--- src/shared/store_seq_pkg.sv ---
// Constants for the eeprom store sequencer
package store_seq_pkg;
  // ----------------------------------------
  // Register word indices (byte address = 4 * index)
  // ----------------------------------------
  localparam logic [13:0] IDX_CTRL                   = 14'h0000;
  localparam logic [13:0] IDX_STATUS                 = 14'h0001;
  localparam logic [13:0] IDX_POINTER                = 14'h0002;
  localparam logic [13:0] IDX_SCRATCH_STORE_INSTR    = 14'h0e11;
  localparam logic [13:0] IDX_SCRATCH_START_ADDR_HIGH = 14'h0e12;
  localparam logic [13:0] IDX_SCRATCH_START_ADDR_LOW = 14'h0e13;
  localparam logic [13:0] IDX_PIN_IRQ_STORE_INSTR    = 14'h0e14;
  localparam logic [13:0] IDX_PIN_IRQ_START_ADDR_HIGH = 14'h0e15;
  localparam logic [13:0] IDX_PIN_IRQ_START_ADDR_LOW = 14'h0e16;
  localparam logic [13:0] IDX_SYS_CLOCK_STORE_INSTR  = 14'h0e17;
  localparam logic [13:0] IDX_SYS_CLOCK_START_ADDR_HIGH = 14'h0e18;
  localparam logic [13:0] IDX_SYS_CLOCK_START_ADDR_LOW = 14'h0e19;
  localparam logic [13:0] IDX_APPLY_UPDATE_STEP      = 14'h0e1a;
  localparam logic [13:0] IDX_CLOCK_CALIBRATE_STEP   = 14'h0e1b;

  // ----------------------------------------
  // Sequence storage
  // ----------------------------------------
  localparam int          SEQ_LEN  = 11;
  localparam logic [3:0]  SEQ_LAST = 4'ha;
  localparam logic [13:0] SEQ_FIRST_IDX = IDX_SCRATCH_STORE_INSTR;
  localparam logic [13:0] SEQ_LAST_IDX  = IDX_CLOCK_CALIBRATE_STEP;
  localparam logic [7:0]  SEQ_RESET [0:SEQ_LEN-1] = '{
    8'h01, 8'h00, 8'hfe,   // Scratchpad: 2 bytes from 0x00fe
    8'h1f, 8'h01, 8'h00,   // Pins and irq masks: 32 bytes from 0x0100
    8'h08, 8'h02, 8'h00,   // Timebase clock: 9 bytes from 0x0200
    8'h80,                 // Apply update
    8'h91                  // Calibrate timebase clock
  };

  // ----------------------------------------
  // Field positions
  // ----------------------------------------
  localparam int CTRL_START_BIT  = 0;
  localparam int STAT_BUSY_BIT   = 0;
  localparam int STAT_DONE_BIT   = 1;
  localparam logic [2:0] DATA_INSTR_TOP = 3'h0;  // bits 7:5 of a data instr
endpackage

--- src/shared/seq_if.sv ---
// Link between the register file and the store engine
`timescale 1ns/100ps
interface seq_if;
  logic [3:0]  rd_idx;   // Sequence entry being read
  logic [7:0]  rd_byte;  // Entry contents
  logic        start;    // Store request pulse
  logic        busy;     // Store in progress
  logic        done;     // Store finished pulse
  logic [15:0] ptr;      // Eeprom address pointer
  modport regs (input rd_idx, busy, done, ptr, output rd_byte, start);
  modport core (output rd_idx, busy, done, ptr, input rd_byte, start);
endinterface

--- src/hw/seq_regs.sv ---
// APB register file holding the store sequence and control
`timescale 1ns/100ps
module seq_regs (
  input  wire logic        pclk,     // Clock
  input  wire logic        presetn,  // Async reset, low
  input  wire logic        psel,     // APB select
  input  wire logic        penable,  // APB enable
  input  wire logic        pwrite,   // APB direction
  input  wire logic [15:0] paddr,    // APB byte address
  input  wire logic [31:0] pwdata,   // APB write data
  output logic             pready,   // APB ready
  output logic [31:0]      prdata,   // APB read data
  output logic             pslverr,  // APB error
  seq_if.regs              sq        // To store engine
);
  logic [7:0]  seq [0:store_seq_pkg::SEQ_LEN-1];
  logic        done_flag;
  wire  [13:0] word    = paddr[15:2];
  wire         access  = psel && penable;
  wire         commit  = access && pready && pwrite;
  wire         seq_hit = (word >= store_seq_pkg::SEQ_FIRST_IDX) &&
                         (word <= store_seq_pkg::SEQ_LAST_IDX);
  wire  [3:0]  seq_off = 4'(word - store_seq_pkg::SEQ_FIRST_IDX);
  wire         ctrl_hit = word == store_seq_pkg::IDX_CTRL;
  wire         stat_hit = word == store_seq_pkg::IDX_STATUS;
  wire         ptr_hit  = word == store_seq_pkg::IDX_POINTER;
  wire         mapped   = seq_hit || ctrl_hit || stat_hit || ptr_hit;
  wire  [31:0] rd_mux   = seq_hit  ? {24'h000000, seq[seq_off]} :
                          stat_hit ? {30'h00000000, done_flag, sq.busy} :
                          ptr_hit  ? {16'h0000, sq.ptr} : 32'h00000000;
  assign sq.rd_byte = seq[sq.rd_idx];

  // ----------------------------------------
  // Sequence entries, reset to the default store list
  // ----------------------------------------
  for (genvar i = 0; i < store_seq_pkg::SEQ_LEN; i++) begin : g_seq
    always_ff @(posedge pclk or negedge presetn) begin
      if (!presetn)
        seq[i] <= store_seq_pkg::SEQ_RESET[i];
      else if (commit && seq_hit && seq_off == 4'(i))
        seq[i] <= pwdata[7:0];
    end
  end

  // ----------------------------------------
  // Bus answer, one wait state
  // ----------------------------------------
  always_ff @(posedge pclk or negedge presetn) begin
    if (!presetn) begin
      pready    <= 1'b0;
      prdata    <= 32'h00000000;
      pslverr   <= 1'b0;
      sq.start  <= 1'b0;
      done_flag <= 1'b0;
    end else begin
      pready    <= access && !pready;
      prdata    <= (access && !pready && !pwrite) ? rd_mux : 32'h00000000;
      pslverr   <= access && !pready && !mapped;
      sq.start  <= commit && ctrl_hit && !sq.busy &&
                   pwdata[store_seq_pkg::CTRL_START_BIT];
      done_flag <= sq.done || (done_flag && !sq.start);
    end
  end
endmodule // seq_regs

--- src/hw/eeprom_store_sequencer.sv ---
// Store engine copying the sequence list and register map to eeprom
//
// Operation
// - A data instruction of value N asks for N+1 bytes, start address in the next two entries.
// - A data instruction byte is written to eeprom first, then the pointer steps by one.
// - The two start address bytes follow it, stepping the pointer by two.
// - N+1 register map bytes from the start address follow, stepping the pointer by the count.
// - The apply-update code is written unchanged with one pointer step and no copy.
// - The calibrate code is written unchanged with one pointer step.
// - The scratchpad entry defaults to copying two bytes from 0x00fe.
// - The pin and irq mask entry defaults to 0x1f from 0x0100, thirty-two bytes.
// - The timebase clock entry defaults to 0x08 from 0x0200, nine bytes.
`timescale 1ns/100ps
module eeprom_store_sequencer (
  input  wire logic        pclk,       // Clock, 100 MHz
  input  wire logic        presetn,    // Async reset, low
  input  wire logic        psel,       // APB select
  input  wire logic        penable,    // APB enable
  input  wire logic        pwrite,     // APB direction
  input  wire logic [15:0] paddr,      // APB byte address
  input  wire logic [31:0] pwdata,     // APB write data
  output logic             pready,     // APB ready
  output logic [31:0]      prdata,     // APB read data
  output logic             pslverr,    // APB error
  output logic             map_rd,     // Register map read pulse
  output logic [15:0]      map_addr,   // Register map address
  input  wire logic [7:0]  map_rdata,  // Map data, 2 edges after map_rd
  output logic             ee_valid,   // Eeprom byte write request
  output logic [15:0]      ee_addr,    // Eeprom byte address
  output logic [7:0]       ee_data,    // Eeprom byte
  input  wire logic        ee_ready,   // Eeprom byte accepted
  output logic             store_busy  // Store in progress
);
  typedef enum logic [2:0] {
    S_IDLE    = 3'b000,
    S_LOAD    = 3'b001,
    S_SEQ_WR  = 3'b010,
    S_MAP_RD  = 3'b011,
    S_MAP_WT  = 3'b100,
    S_MAP_CAP = 3'b101,
    S_MAP_WR  = 3'b110
  } state_type;

  seq_if sq ();

  state_type   state;
  logic [3:0]  idx;
  logic [1:0]  phase;
  logic [7:0]  cur_instr;
  logic [15:0] start_addr;
  logic [4:0]  cnt;
  logic [15:0] ptr;
  logic        done;

  // ----------------------------------------
  // Register file
  // ----------------------------------------
  seq_regs u_regs (
    .pclk    (pclk),
    .presetn (presetn),
    .psel    (psel),
    .penable (penable),
    .pwrite  (pwrite),
    .paddr   (paddr),
    .pwdata  (pwdata),
    .pready  (pready),
    .prdata  (prdata),
    .pslverr (pslverr),
    .sq      (sq.regs)
  );

  // ----------------------------------------
  // Decode
  // ----------------------------------------
  wire [7:0] seq_byte = sq.rd_byte;
  wire       is_data  = cur_instr[7:5] == store_seq_pkg::DATA_INSTR_TOP;
  wire       accepted = ee_valid && ee_ready;
  wire       seq_end  = idx > store_seq_pkg::SEQ_LAST;
  wire       last_map = cnt == 5'h00;

  assign sq.rd_idx = idx;
  assign sq.busy   = store_busy;
  assign sq.done   = done;
  assign sq.ptr    = ptr;

  // ----------------------------------------
  // Store engine
  // ----------------------------------------
  always_ff @(posedge pclk or negedge presetn) begin
    if (!presetn) begin
      state      <= S_IDLE;
      idx        <= 4'h0;
      phase      <= 2'h0;
      cur_instr  <= 8'h00;
      start_addr <= 16'h0000;
      cnt        <= 5'h00;
      ptr        <= 16'h0000;
      done       <= 1'b0;
      store_busy <= 1'b0;
      map_rd     <= 1'b0;
      map_addr   <= 16'h0000;
      ee_valid   <= 1'b0;
      ee_addr    <= 16'h0000;
      ee_data    <= 8'h00;
    end else begin
      done   <= 1'b0;
      map_rd <= 1'b0;
      case (state)
        S_IDLE: begin
          if (sq.start) begin
            ptr        <= 16'h0000;
            idx        <= 4'h0;
            phase      <= 2'h0;
            store_busy <= 1'b1;
            state      <= S_LOAD;
          end
        end
        S_LOAD: begin
          if (seq_end) begin
            store_busy <= 1'b0;
            done       <= 1'b1;
            state      <= S_IDLE;
          end else begin
            ee_valid <= 1'b1;
            ee_addr  <= ptr;
            ee_data  <= seq_byte;
            case (phase)
              2'h0:    cur_instr <= seq_byte;
              2'h1:    start_addr[15:8] <= seq_byte;
              default: start_addr[7:0]  <= seq_byte;
            endcase
            state <= S_SEQ_WR;
          end
        end
        S_SEQ_WR: begin
          if (accepted) begin
            ee_valid <= 1'b0;
            ptr      <= ptr + 16'h0001;
            idx      <= idx + 4'h1;
            if (phase == 2'h0 && is_data) begin
              phase <= 2'h1;
              state <= S_LOAD;
            end else if (phase == 2'h1) begin
              phase <= 2'h2;
              state <= S_LOAD;
            end else if (phase == 2'h2) begin
              phase    <= 2'h0;
              cnt      <= cur_instr[4:0];
              map_addr <= start_addr;
              state    <= S_MAP_RD;
            end else begin
              phase <= 2'h0;
              state <= S_LOAD;
            end
          end
        end
        S_MAP_RD: begin
          map_rd <= 1'b1;
          state  <= S_MAP_WT;
        end
        S_MAP_WT: begin
          state <= S_MAP_CAP;
        end
        S_MAP_CAP: begin
          ee_valid <= 1'b1;
          ee_addr  <= ptr;
          ee_data  <= map_rdata;
          state    <= S_MAP_WR;
        end
        S_MAP_WR: begin
          if (accepted) begin
            ee_valid <= 1'b0;
            ptr      <= ptr + 16'h0001;
            if (last_map) begin
              state <= S_LOAD;
            end else begin
              cnt      <= cnt - 5'h01;
              map_addr <= map_addr + 16'h0001;
              state    <= S_MAP_RD;
            end
          end
        end
        default: begin
          store_busy <= 1'b0;
          ee_valid   <= 1'b0;
          state      <= S_IDLE;
        end
      endcase
    end
  end

  // ----------------------------------------
  // Assertions
  // ----------------------------------------
  property p_data_count;
    @(posedge pclk) disable iff (!presetn)
    (state == S_SEQ_WR && accepted && phase == 2'h2) |=>
      (cnt == cur_instr[4:0] && map_addr == start_addr &&
       state == S_MAP_RD);
  endproperty
  a_data_count: assert property (p_data_count)
    else $error("data count or start address not loaded");

  property p_instr_first;
    @(posedge pclk) disable iff (!presetn)
    (state == S_LOAD && phase == 2'h0 && !seq_end) |=>
      (ee_valid && ee_data == $past(seq_byte) && ee_addr == $past(ptr));
  endproperty
  a_instr_first: assert property (p_instr_first)
    else $error("instruction byte not written at pointer");

  property p_seq_step;
    @(posedge pclk) disable iff (!presetn)
    (state == S_SEQ_WR && accepted) |=>
      (ptr == $past(ptr) + 16'h0001 && !ee_valid);
  endproperty
  a_seq_step: assert property (p_seq_step)
    else $error("pointer not stepped after sequence byte");

  property p_map_data;
    @(posedge pclk) disable iff (!presetn)
    map_rd |=> ##1 (ee_valid && ee_data == $past(map_rdata) &&
                    ee_addr == ptr);
  endproperty
  a_map_data: assert property (p_map_data)
    else $error("map byte not forwarded to eeprom");

  property p_map_next;
    @(posedge pclk) disable iff (!presetn)
    (state == S_MAP_WR && accepted && !last_map) |=>
      (map_addr == $past(map_addr) + 16'h0001 && state == S_MAP_RD)
      ##1 (map_rd && !ee_valid);
  endproperty
  a_map_next: assert property (p_map_next)
    else $error("map address not advanced");

  property p_single_step;
    @(posedge pclk) disable iff (!presetn)
    (state == S_SEQ_WR && accepted && phase == 2'h0 && !is_data) |=>
      (state == S_LOAD && phase == 2'h0 && !map_rd);
  endproperty
  a_single_step: assert property (p_single_step)
    else $error("command byte triggered a copy");

  property p_order;
    @(posedge pclk) disable iff (!presetn)
    (state == S_SEQ_WR && accepted) |=> (idx == $past(idx) + 4'h1);
  endproperty
  a_order: assert property (p_order)
    else $error("sequence entries not walked in order");

  property p_start_clear;
    @(posedge pclk) disable iff (!presetn)
    (state == S_IDLE && sq.start) |=>
      (ptr == 16'h0000 && idx == 4'h0 && store_busy) ##1 ee_valid;
  endproperty
  a_start_clear: assert property (p_start_clear)
    else $error("store did not start from pointer zero");

  property p_write_held;
    @(posedge pclk) disable iff (!presetn)
    (ee_valid && !ee_ready) |=> (ee_valid && $stable(ee_data) &&
                                 $stable(ee_addr));
  endproperty
  a_write_held: assert property (p_write_held)
    else $error("eeprom request dropped before acceptance");

  property p_addr_high;
    @(posedge pclk) disable iff (!presetn)
    (state == S_LOAD && phase == 2'h1 && !seq_end) |=>
      (start_addr[15:8] == $past(seq_byte) && ee_data == $past(seq_byte));
  endproperty
  a_addr_high: assert property (p_addr_high)
    else $error("start address high byte not written first");

  property p_map_last;
    @(posedge pclk) disable iff (!presetn)
    (state == S_MAP_WR && accepted && last_map) |=>
      (state == S_LOAD && phase == 2'h0 && ptr == $past(ptr) + 16'h0001);
  endproperty
  a_map_last: assert property (p_map_last)
    else $error("copy did not return to the sequence list");

  property p_cmd_step;
    @(posedge pclk) disable iff (!presetn)
    (state == S_SEQ_WR && accepted && phase == 2'h0 && !is_data) |=>
      (ptr == $past(ptr) + 16'h0001 && ee_data == $past(cur_instr));
  endproperty
  a_cmd_step: assert property (p_cmd_step)
    else $error("command byte not stored unchanged with one step");

  property p_store_end;
    @(posedge pclk) disable iff (!presetn)
    (state == S_LOAD && seq_end) |=>
      (state == S_IDLE && done && !store_busy && !ee_valid);
  endproperty
  a_store_end: assert property (p_store_end)
    else $error("store did not finish after the last entry");

  property p_map_pulse;
    @(posedge pclk) disable iff (!presetn)
    map_rd |=> (!map_rd && state == S_MAP_CAP);
  endproperty
  a_map_pulse: assert property (p_map_pulse)
    else $error("map read not a single pulse");
endmodule // eeprom_store_sequencer

--- config.mk ---
export PLATFORM = sky130hd
export DESIGN_NAME = eeprom_store_sequencer
export DESIGN_NICKNAME = d
export VERILOG_FILES = /design/src/shared/store_seq_pkg.sv /design/src/shared/seq_if.sv /design/src/hw/seq_regs.sv /design/src/hw/eeprom_store_sequencer.sv
export SDC_FILE = /design/constraint.sdc
export NUM_CORES = 1
export LEC_CHECK = 0
export BUFFER_PORTS_ARGS = -buffer_cell sky130_fd_sc_hd__buf_4
export CORE_ASPECT_RATIO = 0.7
export CORE_MARGIN = 2
export CORE_UTILIZATION = 25
export CTS_BUF_LIST = sky130_fd_sc_hd__clkbuf_2
export DETAILED_ROUTE_END_ITERATION = 8
export PLACE_DENSITY = 0.44
export SLEW_MARGIN = 30
export SYNTH_ARGS = -nofsm -noshare
export SYNTH_HDL_FRONTEND = slang
export SYNTH_HIERARCHICAL = 1
export SYNTH_SLANG_ARGS = --single-unit
--- constraint.sdc ---
create_clock -name pclk -period 3.7 [get_ports pclk]
set_clock_uncertainty 0.15 [all_clocks]
set_input_delay 0.37 -clock pclk [delete_from_list [all_inputs] [get_ports pclk]]
set_output_delay 0.37 -clock pclk [all_outputs]
set_load 0.02 [all_outputs]
# After elaboration in Yosys (flattened, before gate mapping)

Cells that the tools add are included.

Logic and storage cells: 192
Bits in registers: 222
Bits of input ports: 62
Output and inout bits: 77

$lt $le $gt $ge: 5
$add $sub $neg: 5
Equality and inequality tests: 30
Multiplexer cells: 57
Reduce and logical (&&, ||, !) cells: 58
Bitwise gates (word level): 6

Operators by type and width:

| operator                                                             | number |
|---|---|
| two-way mux 16 bit                                                   | 10 |
| two-way mux 32 bit                                                   | 3 |
| one-hot mux 16 bit (2 select lines)                                  | 3 |
| binary-select mux 8 bit (select 4 bit)                               | 2 |
| two-way mux 8 bit                                                    | 5 |
| adder 16 x 1 -> 16 bit (second input constant)                       | 2 |
| two-way mux 5 bit                                                    | 6 |
| logical AND 1 bit                                                    | 25 |
| AND reduction 3 bit                                                  | 8 |
| one-hot mux 3 bit (7 select lines)                                   | 1 |
| two-way mux 2 bit                                                    | 9 |
| equality test 4 x 3 -> 1 bit (second input constant)                 | 4 |
| != test 2 bit (second input constant)                                | 8 |
| one-hot mux 8 bit (2 select lines)                                   | 1 |
| equality test 14 x 1 -> 1 bit (second input constant)                | 1 |
| equality test 14 x 2 -> 1 bit (second input constant)                | 1 |
| greater-or-equal comparator 14 x 12 -> 1 bit (second input constant) | 1 |
| <= comparator 14 x 12 -> 1 bit (second input constant)               | 1 |
| zero test 14 bit                                                     | 1 |
| equality test 4 bit (second input constant)                          | 3 |
| greater-or-equal comparator 5 bit (second input constant)            | 2 |
| inverter 4 -> 5 bit                                                  | 2 |
| one-hot mux 5 bit (2 select lines)                                   | 1 |
| equality test 3 bit (second input constant)                          | 3 |
| other kinds (31)                                                     | 58 |

# Logic depth before layout (Yosys ltp)

Depth in word-level cells: 7
Gate-level depth with buffers: 10
Depth with buffers taken out: 7

# Modules after synthesis

Netlist, hierarchy kept.

By module, submodules not included:

| module                 | area an instance (um2) | cells an instance | times used | seq. area each (um2) |
|---|---|---|---|---|
| seq_regs               | 6162.2                 | 462               | 1          | 2727.6 |
| eeprom_store_sequencer | 4623.2                 | 425               | 1          | 2452.4 |

# Worst setup path after synthesis

No wires, ideal clock.

Path kind: input to register
From: input paddr[2]
To: register u_regs/seq[72] (netlist name)
Path slack: 0.575 ns
Arrival time: 2.851 ns
Setup time: 0.125 ns
Buffers on the path: 4
Data required time: 3.425 ns
Stages: 10
Cells stage by stage: buf_2 -> inv_2 -> buf_1 -> ha_1 -> clkbuf_1 -> nor4b_1 -> nand2b_1 -> buf_2 -> nor4_2 -> mux2_2

Cells in the longest elaborated chain, start to end: 4
Elaborated cells between the ends (all ways): 7
Those cells by class: add/sub: 1; order compare: 2; eq/ne: 1; reduce/logical: 3

Ends and longest elaborated chain:

| what                                                                                           | line                           | source |
|---|---|---|
| start, declared                                                                                | eeprom_store_sequencer.sv:20   | `input wire logic [15:0] paddr,` |
| greater-or-equal comparator 14 x 12 -> 1 bit or <= comparator 14 x 12 -> 1 bit (tied branches) | seq_regs.sv:21, seq_regs.sv:22 |  |
| logical AND 1 bit                                                                              | seq_regs.sv:21                 | `wire seq_hit = (word >= store_seq_pkg::SEQ_FIRST_IDX) &&` |
| logical AND 1 bit                                                                              | seq_regs.sv:40                 | `else if (commit && seq_hit && seq_off == 4'(i))` |
| logical AND 1 bit *                                                                            | seq_regs.sv:40                 |  |
| end signal, assigned by index                                                                  | seq_regs.sv:39                 | `seq[i] <= store_seq_pkg::SEQ_RESET[i];` |
| end signal, assigned by index                                                                  | seq_regs.sv:41                 | `seq[i] <= pwdata[7:0];` |
| end, declared                                                                                  | seq_regs.sv:16                 | `logic [7:0] seq [0:store_seq_pkg::SEQ_LEN-1];` |

Every way passes the cells marked *; elsewhere a longest branch is shown, timed or not.
A chain may end at the register's enable or synchronous reset.

# Worst setup path in the final report

From: input paddr[2]
To: register u_regs.prdata[0]

Cells in the longest elaborated chain, start to end: 7
Elaborated cells between the ends (all ways): 14
Those cells by class: add/sub: 1; order compare: 2; eq/ne: 2; mux: 7; bitwise: 1; reduce/logical: 1

Ends and longest elaborated chain:

| what                                                 | line           | source |
|---|---|---|
| subtractor 4 x 1 -> 4 bit                            | seq_regs.sv:23 | `wire [3:0] seq_off = 4'(word - store_seq_pkg::SEQ_FIRST_IDX);` |
| inverter 4 -> 5 bit (implied by the code)            | seq_regs.sv:28 | `wire [31:0] rd_mux = seq_hit ? {24'h000000, seq[seq_off]} :` |
| binary-select mux 8 bit (select 4 bit)               | seq_regs.sv:28 |  |
| two-way mux 8 bit (implied by the code) (2 in a row) | seq_regs.sv:28 |  |
| two-way mux 32 bit *                                 | seq_regs.sv:28 |  |
| two-way mux 32 bit *                                 | seq_regs.sv:57 | `prdata <= (access && !pready && !pwrite) ? rd_mux : 32'h00000000;` |
| end signal, assigned                                 | seq_regs.sv:57 |  |
| end, declared                                        | seq_regs.sv:12 | `output logic [31:0] prdata,` |

Every way passes the cells marked *; elsewhere a longest branch is shown, timed or not. The select of a mux whose other input is x is not followed.

==> reports/metrics.csv <==
stage,metric,value,unit
power,internal power,3.85,mW
power,total power after layout,6.07,mW
yosys,dominant synthesized flop cell,dfrtp_1,
setup_path,crit end category,register,
timing,WHS,0.129,ns
yosys,Synthesis Warnings,6,
place,Final HPWL DP,20900,um
timing,Slew Limit Fails,0,
timing,Rel. slew slack,0.408,
setup_path,critical path's slowest cell,dlygate4sd3_1,
detailed_routing,routed vias/inst,4.73,
global_route,largest net degree at the start of global routing,93,
yosys,Avg Inst Size Synth,12.2,um2
power,Max IR drop VDD,0.188,mV
floorplanning,Top Ports,139,
layout,post-route insts no fill,1662,
detailed_routing,detailed-route via count,7864,
yosys,Post-synth EDFFs,0,
floorplanning,Core ar.,42500,um2
layout,share of layout cells above drive strength 1,0.393,
global_route,Total GRT Usage,0.139,
clock_tree,clk sinks,206,
setup_path,Reg2Reg Capture Point,u_regs/prdata[0],
power,clock power share,0.286,
yosys,Adder-Cell Fraction of Synth Area,0.0116,
place,Port Buffers,96,
layout,flip-flop and latch area,5180,um2
timing,Setup Viol. Count Final,0,
timing,measured slew at the worst slew-check pin,0.883,ns
setup_path,Critical Path AT,3.78,ns
yosys,post-synthesis sequential area ratio,0.480,
detailed_routing,drt first pass iters,5,
clock_tree,CTS tree,yes,
setup_path,FF-to-FF setup slack,0.78,ns
power,Comb power frac,0.256,
setup_path,r2r worst-path depth,6,
yosys,largest family of logic cells by synthesized area,multiplexers,
timing,Setup TNS,0,ns
yosys,post-synthesis xor/xnor area fraction,0.0130,
layout,Util after Layout,0.310,
power,Seq pwr share,0.457,
global_route,vias in the first global route,7983,
yosys,Compound-Gate Fraction of Synth Area,0.108,
floorplanning,DIE WIDTH,252,um
layout,fillers,4354,
detailed_routing,final wirelength,30700,um
clock_tree,"CTS clk-pin slew, worst paths",0.12,ns
setup_path,critical path type,input port to register,
setup_path,Worst R2R Start,u_regs/pready,
yosys,post-synthesis mux area share,0.230,
clock_tree,CTS Root Cell,clkbuf_2,
floorplanning,Starting Density,0.254,
place,placed cells,1513,
setup_path,critical-path cell list,"dlygate4sd3_1, buf_4, inv_2, ha_1, nor4b_1, nor3_2, o21ai_0, dlygate4sd3_1, a32oi_1, dlygate4sd3_1",
yosys,top-count cell post-synth,dfrtp_1,
power,Pwr Density,460,nW/um2
setup_path,"Max FO, Critical Path",12,
clock_tree,CTS H-tree lvls,2,
hold_path,Worst Hold Path Cells,5,
floorplanning,Die Area,44800,um2
detailed_routing,Routed Antenna Nets,0,
yosys,Syn Inst Count,887,
global_route,initial antenna violation count,1,
yosys,Post-Syn Area,10800,um2
yosys,top cell type by total area after synthesis,dfrtp_1,
timing,final period utilization,0.853,
yosys,Seq cells post-synth,206,
power,sw power,2.21,mW
clock_tree,Clock Latency Late Sink,0.91,ns
yosys,post-synth cell types,80,
setup_path,CP dominant cell by count,dlygate4sd3_1,
yosys,Synth area leaders,"dfrtp_1 43%, mux2_2 13%, mux4_2 5.8%",
yosys,Simple-Gate Fraction of Synth Area,0.113,
floorplanning,die span in y,178,um
timing,RSZ-0062 raised after global routing,false,
yosys,Post-synth ARST share,1.00,
setup_path,"Req. time, crit path",4.33,ns
clock_tree,Num CTS Buffers,56,
hold_path,Hold Crit Start,paddr[3],
global_route,first-pass GRT wire length,48100,um
power,LEAKAGE,5.99,nW
clock_tree,Post-CTS Resized,0,
detailed_routing,Remaining DRCs,0,
timing,final hold violation count,0,
detailed_routing,wire length per cell,18.4,um
timing,Final min period,3.16,ns
detailed_routing,Initial DRC Count,350,
power,Sw Share,0.365,
floorplanning,row cnt,63,
layout,footprint of the multi-input gates,5200,um2
clock_tree,setup bufs post-CTS,0,
layout,final net count,1135,
hold_path,Hold Path Class,input port to register,
setup_path,max incr delay on CP,0.56,ns
job,Max Cap Viol,0,
place,routability congestion estimate,0.735,
hold_path,hold-critical path endpoint,u_regs/prdata[5],
setup_path,Setup crit start kind,input port,
yosys,Synth top area share,0.432,
yosys,Synth top cells by count,"186 x dfrtp_1, 128 x mux2_2, 40 x nor2_1",
timing,achievable frequency,317,MHz
layout,Layout area overhead,22.2,%
clock_tree,Max clock buf depth,3,
outcome,status,completed,
global_route,total grt overflow,0,
-- sequential cells by signal (all words and copies together) (netlist names), 2 cells and up --
signal	flops
map_addr	16
phase	2
cnt	5
u_regs/seq	88
idx	4
u_regs/prdata	16
cur_instr	8
state	3
start_addr	16
ee_addr	16
ptr	16
ee_data	8
-- kinds of logic after synthesis --
family                     count (synthesis)
AOI/OAI and AO/OA                        160
xor gates and xnor gates                  16
adders and majority gates                 10
buffers and inverters                     97
DFF                                      206
muxes                                    196
other                                      1
and+or+nand+nor                          201
-- metal layers --
metal,GRT usage,share of wire
met1,0.207,0.51
met2,0.203,0.43
met3,0.0304,0.044
met4,0.0350,0.016
met5,0,0
-- layout make-up --
type,instances,share of cell area
well taps,552,0.0524
clock inverters,11,0.00560
inverters,24,0.00683
multi-input cells,599,0.394
diodes,1,0.000190
clock buffers,93,0.0353
flip-flops and latches,206,0.393
repair buffers,176,0.112
-- metrics by stage --
step                setup WS, ns  instance area, um2
floorplan                  0.575               10800
global placement           0.783               12200
detailed placement         0.683               12200
CTS                        0.343               13200
global route               0.269               13200
finish                     0.545               13200
-- cells in the final DEF, fill, tap and decap left out, types with 6 or more instances in the layout --
| cell | synthesis | routed |
|---|---|---|
| a21oi_1 | 26 | 26 |
| nand3_1 | 37 | 37 |
| mux2i_1 | 37 | 37 |
| and3_1 | 14 | 14 |
| buf_4 | 18 | 129 |
| conb_1 | 1 | 16 |
| nand2_1 | 35 | 35 |
| dlygate4sd3_1 | 0 | 43 |
| nor4_4 | 6 | 6 |
| o2111ai_1 | 6 | 6 |
| o22ai_1 | 14 | 14 |
| clkbuf_2 | 0 | 93 |
| o21ai_0 | 29 | 29 |
| o2bb2ai_1 | 18 | 18 |
| nor2_1 | 40 | 40 |
| ha_1 | 10 | 10 |
| a22oi_1 | 18 | 18 |
| mux4_2 | 28 | 28 |
| nor3_1 | 11 | 10 |
| dfrtp_1 | 186 | 186 |
| xor2_1 | 11 | 11 |
| o211ai_1 | 7 | 7 |
| dfstp_2 | 20 | 20 |
| nor2b_1 | 8 | 8 |
| mux2_2 | 128 | 128 |
| clkinv_1 | 0 | 6 |
| inv_1 | 23 | 23 |
-- worst max-delay path, delay by kind of cell --
| family | cells | cell delay [ns] |
|---|---|---|
| simple gates | 2 | 0.75 |
| compound gates | 2 | 0.24 |
| fa+ha+maj | 1 | 0.38 |
| buf+inv | 5 | 2.02 |
-- power groups by stage --
stage               sequential, mW  combinational (mW)  clock (mW)
floorplan                     2.84               0.927           0
global placement              2.82                1.53           0
detailed placement            2.82                1.54           0
CTS                           2.78                1.57        1.83
global route                  2.82                1.72        1.95
finish                        2.77                1.55        1.74
-- worst max-delay path by stage --
stage	cells after the start	start	to	slack [ns]
final	10	paddr[2]	u_regs/prdata[0]	0.54
after floorplan	10	paddr[2]	u_regs/seq[72]	0.57
after global placement	7	paddr[2]	u_regs/prdata[2]	0.78
after detailed placement	7	paddr[2]	u_regs/prdata[7]	0.68
after global routing	10	paddr[2]	u_regs/prdata[0]	0.27
after CTS	10	paddr[2]	u_regs/prdata[0]	0.34
-- repair_timing --
| action | in CTS | in global routing |
|---|---|---|
| hold buffers | 44 | 0 |
| endpoints found under the hold margin | 259 | 0 |
| setup endpoints to repair | 0 | 0 |
Note: power is estimated with default switching activity, not from simulation.
